**src/supply_seq_pkg.sv**
```systemverilog
// constants, types and behaviour list for the sequencing trigger and margin loop
// Behaviour
// - an on/off delay changes output only after input stays steady the whole delay
// - bits 5:4 select the start source: sequence, input combination, signature, reserved
// - source 00 waits for sequence signal zero or one chosen by bit 0
// - sequence signals decode the operation state and control pins per on/off setting
// - source 01 starts when the AND of inputs selected by bits 31:16 holds
// - source 10 starts on signature equal to bits 11:8; zero disables matching
// - bits 15:12, 7:6 and 3:1 of the sequencing word read as zero
// - a pin set to any non-pwm function suppresses margining on that pin
// - channels 0-7 margin through own pwm, 8-11 through the external dac
// - margining pwm runs at a fixed 312.5 khz
// - pwm and dac outputs are high impedance while margining is inactive
// - margining starts only after every monitored channel passed power-good-on
// - each iteration averages four samples over 20 ms, then steps setting once
// - step direction comes from the average-below-target compare together with the slope bit
// - slope bit 15: 0 higher setting lowers voltage, 1 raises it
// - unreachable target at zero or full scale flags a fault, loop keeps running
package supply_seq_pkg;
  localparam int NUM_CH = 12;
  localparam int NUM_PWM = 8;
  localparam int NUM_INPUTS = 16;
  localparam int VOUT_W = 12;
  localparam logic [7:0] SEQ_CFG_CODE = 8'hE8;
  localparam logic [7:0] MARGIN_CFG_CODE = 8'hDF;
  localparam logic [31:0] SEQ_CFG_RESET = 32'h0000_0000;
  localparam logic [15:0] MARGIN_CFG_RESET = 16'h0000;
  localparam logic [31:0] SEQ_CFG_MASK = 32'hFFFF_0F31;
  localparam logic [15:0] MARGIN_CFG_MASK = 16'hC0FF;
  localparam int SEL_SEQ_BIT = 0;
  localparam int SRC_LO = 4;
  localparam int MATCH_LO = 8;
  localparam int MASK_LO = 16;
  localparam int SLOPE_BIT = 15;
  localparam int OPEN_LOOP_BIT = 14;
  localparam logic [1:0] SRC_SEQUENCE = 2'h0;
  localparam logic [1:0] SRC_COMBINE = 2'h1;
  localparam logic [1:0] SRC_SIGNATURE = 2'h2;
  localparam logic [2:0] PIN_FUNC_PWM = 3'h0;
  localparam logic [7:0] SETTING_MAX = 8'hFF;
  localparam logic [7:0] SETTING_MIN = 8'h00;
  localparam int CLK_KHZ = 10000;
  localparam int PWM_FREQ_HZ_X10 = 3125000;
  localparam int PWM_PERIOD = (CLK_KHZ * 10000) / PWM_FREQ_HZ_X10;
  localparam int AVG_TIME_US = 20000;
  localparam int AVG_SAMPLES = 4;
  localparam int SAMPLE_CYCLES = (AVG_TIME_US / AVG_SAMPLES) * (CLK_KHZ / 1000);
  localparam int DELAY_CYCLES = 16;

  typedef enum logic [1:0] {MARGIN_NONE, MARGIN_HIGH, MARGIN_LOW} margin_req_t;
  typedef enum logic [1:0] {M_IDLE, M_WAIT_PG, M_RUN} margin_state_t;

  typedef struct packed {
    logic valid;
    logic write;
    logic [3:0] page;
    logic [7:0] code;
    logic [31:0] wdata;
  } cmd_t;

  typedef struct packed {
    margin_state_t state;
    logic [7:0] setting;
    logic [VOUT_W+1:0] acc;
    logic [1:0] samples;
    logic [15:0] timer;
    logic fault;
  } loop_t;
endpackage

```
**src/supply_seq_trigger_margin_loop.sv**
```systemverilog
// per-channel power-on trigger selection and closed-loop margining
`timescale 1ns/100ps
module supply_seq_trigger_margin_loop #(
  parameter int NUM_CH = supply_seq_pkg::NUM_CH,
  parameter int SAMPLE_CYCLES = supply_seq_pkg::SAMPLE_CYCLES,
  parameter int DELAY = supply_seq_pkg::DELAY_CYCLES
) (
  input wire logic sys_clk_in,
  input wire logic reset_n_in,
  input wire supply_seq_pkg::cmd_t cmd_in,
  output logic [31:0] cmd_rdata_out,
  output logic cmd_ack_out,
  input wire logic operation_on_in,
  input wire logic [1:0] control_input_pin_in,
  input wire logic [1:0] on_off_config_in,
  input wire logic [supply_seq_pkg::NUM_INPUTS-1:0] power_good_in,
  input wire logic [3:0] signature_in,
  input wire logic signature_valid_in,
  input wire logic [supply_seq_pkg::NUM_INPUTS-1:0] voltage_monitor_mask_in,
  input wire supply_seq_pkg::margin_req_t margin_request_in,
  input wire logic [NUM_CH-1:0][supply_seq_pkg::VOUT_W-1:0] vout_in,
  input wire logic [NUM_CH-1:0][supply_seq_pkg::VOUT_W-1:0] target_high_in,
  input wire logic [NUM_CH-1:0][supply_seq_pkg::VOUT_W-1:0] target_low_in,
  input wire logic [supply_seq_pkg::NUM_PWM-1:0][2:0] output_pin_function_config_in,
  output logic [NUM_CH-1:0] power_on_start_out,
  output logic [supply_seq_pkg::NUM_PWM-1:0] margin_pulse_out,
  output logic [supply_seq_pkg::NUM_PWM-1:0] margin_pulse_oe_out,
  output logic [NUM_CH-supply_seq_pkg::NUM_PWM-1:0][7:0] dac_setting_out,
  output logic [NUM_CH-supply_seq_pkg::NUM_PWM-1:0] dac_oe_out,
  output logic [NUM_CH-1:0] margin_fault_out
);
  localparam int NUM_DAC = NUM_CH - supply_seq_pkg::NUM_PWM;

  ////////////////////////////////////////////////////////////////////////////
  // configuration words, one pair per channel
  logic [NUM_CH-1:0][31:0] seq_cfg;
  logic [NUM_CH-1:0][15:0] margin_cfg;
  logic [NUM_CH-1:0][31:0] next_seq_cfg;
  logic [NUM_CH-1:0][15:0] next_margin_cfg;
  logic [31:0] next_rdata;
  logic next_ack;

  always_comb begin
    next_seq_cfg = seq_cfg;
    next_margin_cfg = margin_cfg;
    next_rdata = cmd_rdata_out;
    next_ack = 1'b0;
    if (cmd_in.valid) begin
      next_ack = 1'b1;
      next_rdata = 32'h0000_0000;
      if (int'(cmd_in.page) < NUM_CH) begin
        if (cmd_in.code == supply_seq_pkg::SEQ_CFG_CODE) begin
          // software is expected not to rewrite this while supplies run
          if (cmd_in.write) begin
            next_seq_cfg[cmd_in.page] = cmd_in.wdata & supply_seq_pkg::SEQ_CFG_MASK;
          end else begin
            next_rdata = seq_cfg[cmd_in.page];
          end
        end else if (cmd_in.code == supply_seq_pkg::MARGIN_CFG_CODE) begin
          if (cmd_in.write) begin
            next_margin_cfg[cmd_in.page] = cmd_in.wdata[15:0] & supply_seq_pkg::MARGIN_CFG_MASK;
          end else begin
            next_rdata = {16'h0000, margin_cfg[cmd_in.page]};
          end
        end
      end
    end
  end

  always_ff @(posedge sys_clk_in or negedge reset_n_in) begin
    if (!reset_n_in) begin
      seq_cfg <= {NUM_CH{supply_seq_pkg::SEQ_CFG_RESET}};
      margin_cfg <= {NUM_CH{supply_seq_pkg::MARGIN_CFG_RESET}};
      cmd_rdata_out <= 32'h0000_0000;
      cmd_ack_out <= 1'b0;
    end else begin
      seq_cfg <= next_seq_cfg;
      margin_cfg <= next_margin_cfg;
      cmd_rdata_out <= next_rdata;
      cmd_ack_out <= next_ack;
    end
  end

  ////////////////////////////////////////////////////////////////////////////
  // sequence signal decode: each enabled term must agree
  logic seq_zero;
  logic seq_one;
  always_comb begin
    seq_zero = (operation_on_in | ~on_off_config_in[0]) & (control_input_pin_in[0] | ~on_off_config_in[1]);
    seq_one = (operation_on_in | ~on_off_config_in[0]) & (control_input_pin_in[1] | ~on_off_config_in[1]);
  end

  ////////////////////////////////////////////////////////////////////////////
  // pwm timebase shared by all pulse outputs
  logic [4:0] pwm_phase;
  logic [4:0] next_pwm_phase;
  always_comb begin
    next_pwm_phase = (pwm_phase == 5'(supply_seq_pkg::PWM_PERIOD - 1)) ? 5'h00 : pwm_phase + 5'h01;
  end
  always_ff @(posedge sys_clk_in or negedge reset_n_in) begin
    if (!reset_n_in) begin
      pwm_phase <= 5'h00;
    end else begin
      pwm_phase <= next_pwm_phase;
    end
  end

  logic all_monitored_good;
  always_comb begin
    all_monitored_good = &(power_good_in | ~voltage_monitor_mask_in);
  end

  ////////////////////////////////////////////////////////////////////////////
  // per-channel trigger and margin loop
  genvar ch;
  generate
    for (ch = 0; ch < NUM_CH; ch++) begin : g_ch
      logic start_raw;
      logic [1:0] src;
      logic [3:0] match;
      logic [15:0] sel_mask;
      always_comb begin
        src = seq_cfg[ch][supply_seq_pkg::SRC_LO +: 2];
        match = seq_cfg[ch][supply_seq_pkg::MATCH_LO +: 4];
        sel_mask = seq_cfg[ch][supply_seq_pkg::MASK_LO +: 16];
        case (src)
          supply_seq_pkg::SRC_SEQUENCE: start_raw = seq_cfg[ch][supply_seq_pkg::SEL_SEQ_BIT] ? seq_one : seq_zero;
          supply_seq_pkg::SRC_COMBINE: start_raw = &(power_good_in | ~sel_mask);
          supply_seq_pkg::SRC_SIGNATURE: start_raw = (match != 4'h0) & signature_valid_in & (signature_in == match);
          default: start_raw = 1'b0;
        endcase
      end

      delay_filter #(.DELAY(DELAY)) u_delay (
        .sys_clk_in(sys_clk_in),
        .reset_n_in(reset_n_in),
        .level_in(start_raw),
        .level_out(power_on_start_out[ch])
      );

      supply_seq_pkg::loop_t lp;
      supply_seq_pkg::loop_t next_lp;
      logic pin_is_pwm;
      logic [supply_seq_pkg::VOUT_W-1:0] target;
      logic [supply_seq_pkg::VOUT_W+1:0] sum;
      logic [supply_seq_pkg::VOUT_W-1:0] avg;
      logic raise;
      logic step_up;
      always_comb begin
        if (ch < supply_seq_pkg::NUM_PWM) begin
          pin_is_pwm = output_pin_function_config_in[ch % supply_seq_pkg::NUM_PWM] == supply_seq_pkg::PIN_FUNC_PWM;
        end else begin
          pin_is_pwm = 1'b1;
        end
        target = (margin_request_in == supply_seq_pkg::MARGIN_HIGH) ? target_high_in[ch] : target_low_in[ch];
        sum = lp.acc + {2'b00, vout_in[ch]};
        avg = sum[supply_seq_pkg::VOUT_W+1:2];
        raise = avg < target;
        step_up = raise == margin_cfg[ch][supply_seq_pkg::SLOPE_BIT];
        next_lp = lp;
        case (lp.state)
          supply_seq_pkg::M_IDLE: begin
            next_lp.fault = 1'b0;
            if (margin_request_in != supply_seq_pkg::MARGIN_NONE && pin_is_pwm) begin
              next_lp.state = supply_seq_pkg::M_WAIT_PG;
            end
          end
          supply_seq_pkg::M_WAIT_PG: begin
            if (all_monitored_good) begin
              next_lp.state = supply_seq_pkg::M_RUN;
              next_lp.setting = margin_cfg[ch][7:0];
              next_lp.acc = '0;
              next_lp.samples = 2'h0;
              next_lp.timer = 16'h0000;
            end
          end
          supply_seq_pkg::M_RUN: begin
            if (lp.timer == 16'(SAMPLE_CYCLES - 1)) begin
              next_lp.timer = 16'h0000;
              next_lp.acc = sum;
              next_lp.samples = lp.samples + 2'h1;
              if (lp.samples == 2'(supply_seq_pkg::AVG_SAMPLES - 1)) begin
                next_lp.acc = '0;
                if (margin_cfg[ch][supply_seq_pkg::OPEN_LOOP_BIT]) begin
                  next_lp.setting = margin_cfg[ch][7:0];
                end else if (avg != target) begin
                  if (step_up && lp.setting == supply_seq_pkg::SETTING_MAX) begin
                    next_lp.fault = 1'b1;
                  end else if (!step_up && lp.setting == supply_seq_pkg::SETTING_MIN) begin
                    next_lp.fault = 1'b1;
                  end else if (step_up) begin
                    next_lp.setting = lp.setting + 8'h01;
                  end else begin
                    next_lp.setting = lp.setting - 8'h01;
                  end
                end
              end
            end else begin
              next_lp.timer = lp.timer + 16'h0001;
            end
          end
          default: next_lp.state = supply_seq_pkg::M_IDLE;
        endcase
        if (margin_request_in == supply_seq_pkg::MARGIN_NONE || !pin_is_pwm) begin
          next_lp.state = supply_seq_pkg::M_IDLE;
          next_lp.fault = 1'b0;
        end
      end

      always_ff @(posedge sys_clk_in or negedge reset_n_in) begin
        if (!reset_n_in) begin
          lp <= '0;
        end else begin
          lp <= next_lp;
        end
      end

      always_ff @(posedge sys_clk_in or negedge reset_n_in) begin
        if (!reset_n_in) begin
          margin_fault_out[ch] <= 1'b0;
        end else begin
          margin_fault_out[ch] <= next_lp.fault;
        end
      end

      if (ch < supply_seq_pkg::NUM_PWM) begin : g_pwm
        always_ff @(posedge sys_clk_in or negedge reset_n_in) begin
          if (!reset_n_in) begin
            margin_pulse_out[ch] <= 1'b0;
            margin_pulse_oe_out[ch] <= 1'b0;
          end else begin
            margin_pulse_out[ch] <= next_pwm_phase < next_lp.setting[7:3];
            margin_pulse_oe_out[ch] <= next_lp.state == supply_seq_pkg::M_RUN;
          end
        end
      end else begin : g_dac
        always_ff @(posedge sys_clk_in or negedge reset_n_in) begin
          if (!reset_n_in) begin
            dac_setting_out[ch - supply_seq_pkg::NUM_PWM] <= 8'h00;
            dac_oe_out[ch - supply_seq_pkg::NUM_PWM] <= 1'b0;
          end else begin
            dac_setting_out[ch - supply_seq_pkg::NUM_PWM] <= next_lp.setting;
            dac_oe_out[ch - supply_seq_pkg::NUM_PWM] <= next_lp.state == supply_seq_pkg::M_RUN;
          end
        end
      end
    end
  endgenerate
endmodule

```
**src/delay_filter.sv**
```systemverilog
// steady-input delay filter for one start condition
`timescale 1ns/100ps
module delay_filter #(
  parameter int DELAY = supply_seq_pkg::DELAY_CYCLES
) (
  input wire logic sys_clk_in,
  input wire logic reset_n_in,
  input wire logic level_in,
  output logic level_out
);
  logic last;
  logic [15:0] count;
  logic next_last;
  logic [15:0] next_count;
  logic next_level;

  always_comb begin
    next_last = level_in;
    next_count = count;
    next_level = level_out;
    if (level_in != last || level_in == level_out) begin
      next_count = 16'h0000;
    end else if (count >= 16'(DELAY - 1)) begin
      next_level = level_in;
      next_count = 16'h0000;
    end else begin
      next_count = count + 16'h0001;
    end
  end

  always_ff @(posedge sys_clk_in or negedge reset_n_in) begin
    if (!reset_n_in) begin
      last <= 1'b0;
      count <= 16'h0000;
      level_out <= 1'b0;
    end else begin
      last <= next_last;
      count <= next_count;
      level_out <= next_level;
    end
  end
endmodule

```
**config.mk**
```make
export PLATFORM = sky130hd
export DESIGN_NAME = supply_seq_trigger_margin_loop
export DESIGN_NICKNAME = d
export VERILOG_FILES = /design/src/supply_seq_pkg.sv /design/src/supply_seq_trigger_margin_loop.sv /design/src/delay_filter.sv
export SDC_FILE = /design/constraint.sdc
export NUM_CORES = 2
export LEC_CHECK = 0
export BUFFER_PORTS_ARGS = -buffer_cell sky130_fd_sc_hd__buf_2
export CAP_MARGIN = 20
export CORE_MARGIN = 5
export CORE_UTILIZATION = 50
export CTS_CLUSTER_DIAMETER = 100
export DETAILED_ROUTE_END_ITERATION = 8
export GPL_ROUTABILITY_DRIVEN = 0
export PLACE_DENSITY = 0.7
export SKIP_CTS_REPAIR_TIMING = 1
export SYNTH_ARGS = -nofsm -noshare
export SYNTH_HDL_FRONTEND = slang
export SYNTH_SLANG_ARGS = --single-unit
```
**constraint.sdc**
```tcl
create_clock -name sys_clk_in -period 17.91 [get_ports sys_clk_in]
set_input_delay 3.582 -clock sys_clk_in [delete_from_list [all_inputs] [get_ports sys_clk_in]]
set_output_delay 3.582 -clock sys_clk_in [all_outputs]
set_load 0.005 [all_outputs]
```
; ---- After elaboration in Yosys (flattened, before gate mapping)
; Index checks and enable logic that the tools add are counted.
[classes]
add_sub_neg = 73
magnitude_cmp = 35
n_eq_ne = 292
n_mux = 329
bitwise_logic = 70
n_reduce_logical = 230
[ops]
columns = operator, n
row1 = 40-bit one-hot mux with 2 select lines, 12
row2 = 16-bit two-way mux, 39
row3 = 42-bit two-way mux, 12
row4 = 8-bit two-way mux, 60
row5 = "16-bit by 1-bit adder with 16-bit output, second input constant", 24
row6 = 384-bit bitwise mux, 1
row7 = 24-bit two-way mux, 12
row8 = 22-bit two-way mux, 12
row9 = "3-bit inequality test, second input constant", 84
row10 = 16-bit inverter, 13
row11 = 16-bit bitwise OR, 13
row12 = 16-bit AND reduction, 13
row13 = 192-bit bitwise mux, 1
row14 = "16-bit equality test, second input constant", 12
row15 = "16-bit by 4-bit >= comparator with 1-bit output, second input constant", 12
row16 = 32-bit two-way mux, 6
row17 = 14-bit by 12-bit adder with 14-bit output, 12
row18 = 12-bit < comparator, 12
row19 = 12-bit two-way mux, 12
row20 = 12-bit inequality test, 12
row21 = 32-bit binary-select mux with 4-bit select, 1
row22 = 32-bit demux with 4-bit select, 1
row23 = "8-bit equality test, second input constant", 14
row24 = 1-bit two-way mux, 97
row25 = 41 further kinds, 542
[totals]
reg_bits = 1366
word_cells = 1192

; ---- Longest topological paths before layout
[depth]
word_depth = 14
mapped_depth = 34

; ---- Modules after synthesis
; A second synthesis with hierarchy kept.
[hier_totals]
cells_unflattened = 6802
hier_area_um2 = 71344.7
[modules_own_cells]
columns = mod, instances, cells_each, area_per_inst_um2, seq_area_each_um2
row1 = supply_seq_trigger_margin_loop, 1, 6334, 63762.4, 24223.2
row2 = delay_filter, 12, 39, 631.9, 450.4

; ---- Worst setup path after synthesis
; No wires, ideal clock.
[synth_path]
path_kind = input -> register
startpoint = in vout_in[49] in the netlist's numbering
endpoint = reg margin_pulse_out[4] in the netlist's numbering
setup_ns = 0.123
arrival_ns = 9.599
setup_slack_ns = 8.188
cell_stages = 31
path_cell_list = ha_1 a21o_1 a21oi_1 o21bai_1 a2111oi_0 o41ai_1 a21boi_0 nor2_1 xor2_1 ha_1 a21oi_1 nor2b_1 o21ai_0 nand2b_1 o31a_1 nor2_1 inv_1 ha_1 a21oi_1 nand2_1 a31o_2 a21o_1 a21o_1 o41ai_1 mux2i_1 o311a_1 ha_1 a21oi_1 nor2b_1 a32oi_1 nand2_1
[synth_via]
elab_chain_len = 13
elab_cells_between_ends = 16
classes_between = 1 x add/sub / 2 x order compare / 2 x eq/ne / 8 x mux / 3 x reduce/logical
[synth_rtl]
columns = element, line_no
row1 = "start, declared", supply_seq_trigger_margin_loop.sv:21  ; input wire logic [NUM_CH-1:0][supply_seq_pkg::VOUT_W-1:0] vout_in,
row2 = 14-bit by 12-bit adder with 14-bit output *, supply_seq_trigger_margin_loop.sv:156  ; sum = lp.acc + {2'b00, vout_in[ch]};
row3 = 12-bit < comparator, supply_seq_trigger_margin_loop.sv:158  ; raise = avg < target;
row4 = 1-bit equality test, supply_seq_trigger_margin_loop.sv:159  ; step_up = raise == margin_cfg[ch][supply_seq_pkg::SLOPE_BIT];
row5 = 1-bit zero test, supply_seq_trigger_margin_loop.sv:189  ; end else if (!step_up && lp.setting == supply_seq_pkg::SETTING_MIN) begin
row6 = 1-bit logical AND, supply_seq_trigger_margin_loop.sv:189
row7 = 8-bit two-way mux, supply_seq_trigger_margin_loop.sv:189
row8 = 8-bit two-way mux, supply_seq_trigger_margin_loop.sv:187  ; if (step_up && lp.setting == supply_seq_pkg::SETTING_MAX) begin
row9 = 8-bit two-way mux *, supply_seq_trigger_margin_loop.sv:186  ; end else if (avg != target) begin
row10 = 8-bit two-way mux *, supply_seq_trigger_margin_loop.sv:184  ; if (margin_cfg[ch][supply_seq_pkg::OPEN_LOOP_BIT]) begin
row11 = 22-bit two-way mux *, supply_seq_trigger_margin_loop.sv:182  ; if (lp.samples == 2'(supply_seq_pkg::AVG_SAMPLES - 1)) begin
row12 = 24-bit two-way mux *, supply_seq_trigger_margin_loop.sv:178  ; if (lp.timer == 16'(SAMPLE_CYCLES - 1)) begin
row13 = 40-bit one-hot mux with 2 select lines *, supply_seq_trigger_margin_loop.sv:161  ; case (lp.state)
row14 = 5-bit < comparator *, supply_seq_trigger_margin_loop.sv:232  ; margin_pulse_out[ch] <= next_pwm_phase < next_lp.setting[7:3];
row15 = "end signal, assigned by index", supply_seq_trigger_margin_loop.sv:232
row16 = "end, declared", supply_seq_trigger_margin_loop.sv:26  ; output logic [supply_seq_pkg::NUM_PWM-1:0] margin_pulse_out,
; Mark *: on every way between the ends. The rest lies on a longest branch, timed or not. The select of a mux whose other input is x is not followed.
; A chain may end at the register's enable or synchronous reset.

; ---- Final worst setup path
; Same ends and word-level chain as after synthesis.

==> metrics.md <==
| Metric | Value |
|---|---|
| First-pass GRT wire length | 320000 um |
| Share of cells above drive strength 1 | 0.206 |
| Die ar. | 150000 um2 |
| Clock Sinks | 1184 |
| Main flop type after synthesis | dfrtp_1 |
| Port bufs | 652 |
| Crit-path most repeated cell | ha_1 |
| Fin crit share | 0.575 |
| Commonest non-fill, non-tap cell in the layout | dfrtp_1 |
| Crit path DAT | 10.95 ns |
| Largest vdd supply drop | 0.0000844 V |
| Drt pass-1 iters | 8 |
| Worst path required time | 18.56 ns |
| Die height | 387 um |
| Core Area | 141000 um2 |
| Fill count | 12000 |
| CTS tree | built |
| Vias | 57500 |
| Worst stage delay on the critical path | 0.63 ns |
| Area of the multi-input gates | 39800 um2 |
| GRT overflow | 0 |
| MaxCap Viol Count | 0 |
| FF+latch area | 29600 um2 |
| Fin. max-slew vios | 0 |
| Sequential area share after synthesis | 0.417 |
| Worst-margin pin slew | 1.11 ns |
| Clock Pin Slew Worst Setup and Hold Paths | 0.06 ns |
| Vias per Instance | 6.04 |
| Hold Crit Depth | 1 |
| Final antenna-violating net count | 0 |
| # IOs | 657 |
| Core Rows | 138 |
| Worst Path Max Fanout | 8 |
| Crit Path Category | input pin to register |
| Endpoints failing setup | 0 |
| Total CTS buffers | 133 |
| Layout Cells excl Fill | 9525 |
| Mapped Area | 71100 um2 |
| Maximum clock frequency | 97.0 MHz |
| Final net count | 8578 |
| Gr usage total | 0.264 |
| Die W | 387 um |
| Distinct cells, synth | 111 |
| HP Class | register to register |
| RSZ-0062 raised after global routing | no |
| DRT Wirelength | 204000 um |
| Worst Reg-to-Reg Cells | 30 |
| Max Clock Skew | 0.0371 ns |
| Outcome | complete, no violations |
| Crit path launch type | input pin |
| EDFF count, synth | 0 |
| Max clock buf depth | 3 |
| Area growth syn-to-layout | 14.2% |
| Clock tree root buffer cell | clkbuf_16 |
| Final TNS setup | 0 ns |
| PwrDens | 81.3 nW/um2 |
| Starting Density | 0.503 |
| Vias in the first global route | 57700 |
| Minimum clock period | 10.30 ns |
| Cells after synthesis | 6839 |
| Endpoints failing hold | 0 |
| WL/cell | 21.4 um |
| Placed cells | 9275 |
| Post-synth ARST share | 1.00 |
| Largest net degree at the start of global routing | 121 |
| Yosys Warn Count | 0 |
| Slew HR | 0.256 |
| Leakage power total | 38.8 nW |
| Clk_lat worst skew | 0.78 ns |
| Seq cells post-synth | 1184 |
| Drt initial violations | 4067 |
| Commonest non-fill, non-tap cells in the layout | dfrtp_1, buf_2, o21ai_0 |
| Antenna violations before repair | 14 |
| DRC Markers | 0 |
| Worst path slowest cell | a211oi_1 |
| Worst Setup End Kind | register |
| Dpl hpwl | 151000 um |
| Syn Area/Cell | 10.4 um2 |
| H-tree levels | 4 |
[cells by family after synthesis]
| family | count (synthesis) | share of synthesized area |
|---|---|---|
| AND/OR/NAND/NOR | 1878 | 0.134 |
| AO/OA/AOI/OAI | 1687 | 0.158 |
| flip-flops | 1184 | 0.417 |
| multiplexers | 770 | 0.134 |
| buffers and inverters | 544 | 0.0323 |
| adder cells (fa/ha/maj) | 502 | 0.0908 |
| XOR/XNOR | 273 | 0.0341 |
| other | 1 | 0.0000527 |
[final cells by class]
class                   instances  share of cell area
inverters                     235              0.0109
flip-flops and latches       1184               0.365
repair buffers                718              0.0482
multi-input cells            5256               0.490
clock inverters                51             0.00992
well taps                    1890              0.0291
clock buffers                 184              0.0474
diodes                          7            0.000216
[path summary, 6_finish.rpt]
kind	slack, ns	end	from
setup reg to reg	10.15	margin_pulse_out[4]	g_ch[4].lp[20]
hold / removal	0.46	g_ch[8].u_delay.count[0]	g_ch[8].u_delay.count[0]
min in group asynchronous	2.75	g_ch[1].lp[26]	reset_n_in
max in group asynchronous	12.17	g_ch[5].match[2]	reset_n_in
setup / recovery	7.61	margin_pulse_out[4]	vout_in[49]
hold reg to reg	0.46	g_ch[8].u_delay.count[0]	g_ch[8].u_delay.count[0]
[metal layers]
layer  vias up  part of all wire  global-route usage
li1      26600                 -                   -
met1     28600              0.41               0.336
met2      1842              0.48               0.438
met3       445             0.071              0.0589
met4         8             0.044               0.106
met5         -           0.00024                   0
[flip-flops by register name (all words and copies together) (netlist names), 24 cells and up]
register	cells
g_ch.src	24
cmd_rdata_out	30
g_ch.u_delay.count	192
g_ch.lp	472
margin_cfg	120
dac_setting_out	32
g_ch.sel_mask	192
g_ch.match	48
[stage by stage]
stage                util  hold WS [ns]  area, um2  worst slack (ns)  total power [mW]
finish              0.575         0.457      81300              7.61              6.60
global route        0.574         0.481      81200              6.98              6.89
CTS                 0.573         0.460      81100              7.61              6.65
detailed placement  0.541         0.451      76400              6.82              3.76
global placement    0.540         0.445      76400              6.94              3.73
floorplan               -         0.432      71700              8.19              3.45
[cells in the mapped netlist, types with 32 or more instances]
cell type  instances  area share
a21o_1           142       0.015
buf_4             59      0.0062
a22o_1           199       0.025
clkbuf_1         182      0.0096
nand4_1          102      0.0090
xnor2_1          173       0.021
o31ai_1           51      0.0054
o21bai_1          60      0.0063
nand3_1          150       0.011
mux2_2           440       0.070
o21ai_0          481       0.034
buf_1             45      0.0024
dfrtp_1         1184        0.42
a22oi_1           56      0.0059
a21oi_1          307       0.022
nor4_1            66      0.0058
and2_1            32      0.0028
nand2b_1          48      0.0042
nor2b_1           81      0.0071
inv_1            234       0.012
nor2_1           465       0.025
mux4_2            99       0.031
ha_1             478       0.084
or4_1             42      0.0044
nor3_1           104      0.0073
mux2i_1          220       0.031
xor2_1            97       0.012
a31oi_1           40      0.0035
and3_1           127       0.011
nand2_1          473       0.025
[critical path: cells and delay by family]
family	cells	cell delay, ns
compound gates	16	4.35
xor+xnor	1	0.09
mux	1	0.15
fa+ha+maj	4	1.25
buf+inv	2	0.40
simple gates	7	1.12
[power by group]
part	internal [mW]	leakage, nW	total (mW)	switching [mW]
clock	1.69	2.26	2.88	1.19
sequential	2.78	15.8	2.88	0.102
combinational	0.350	20.7	0.848	0.498
total	4.81	38.8	6.60	1.79
Power figures use the tool's default switching activity.
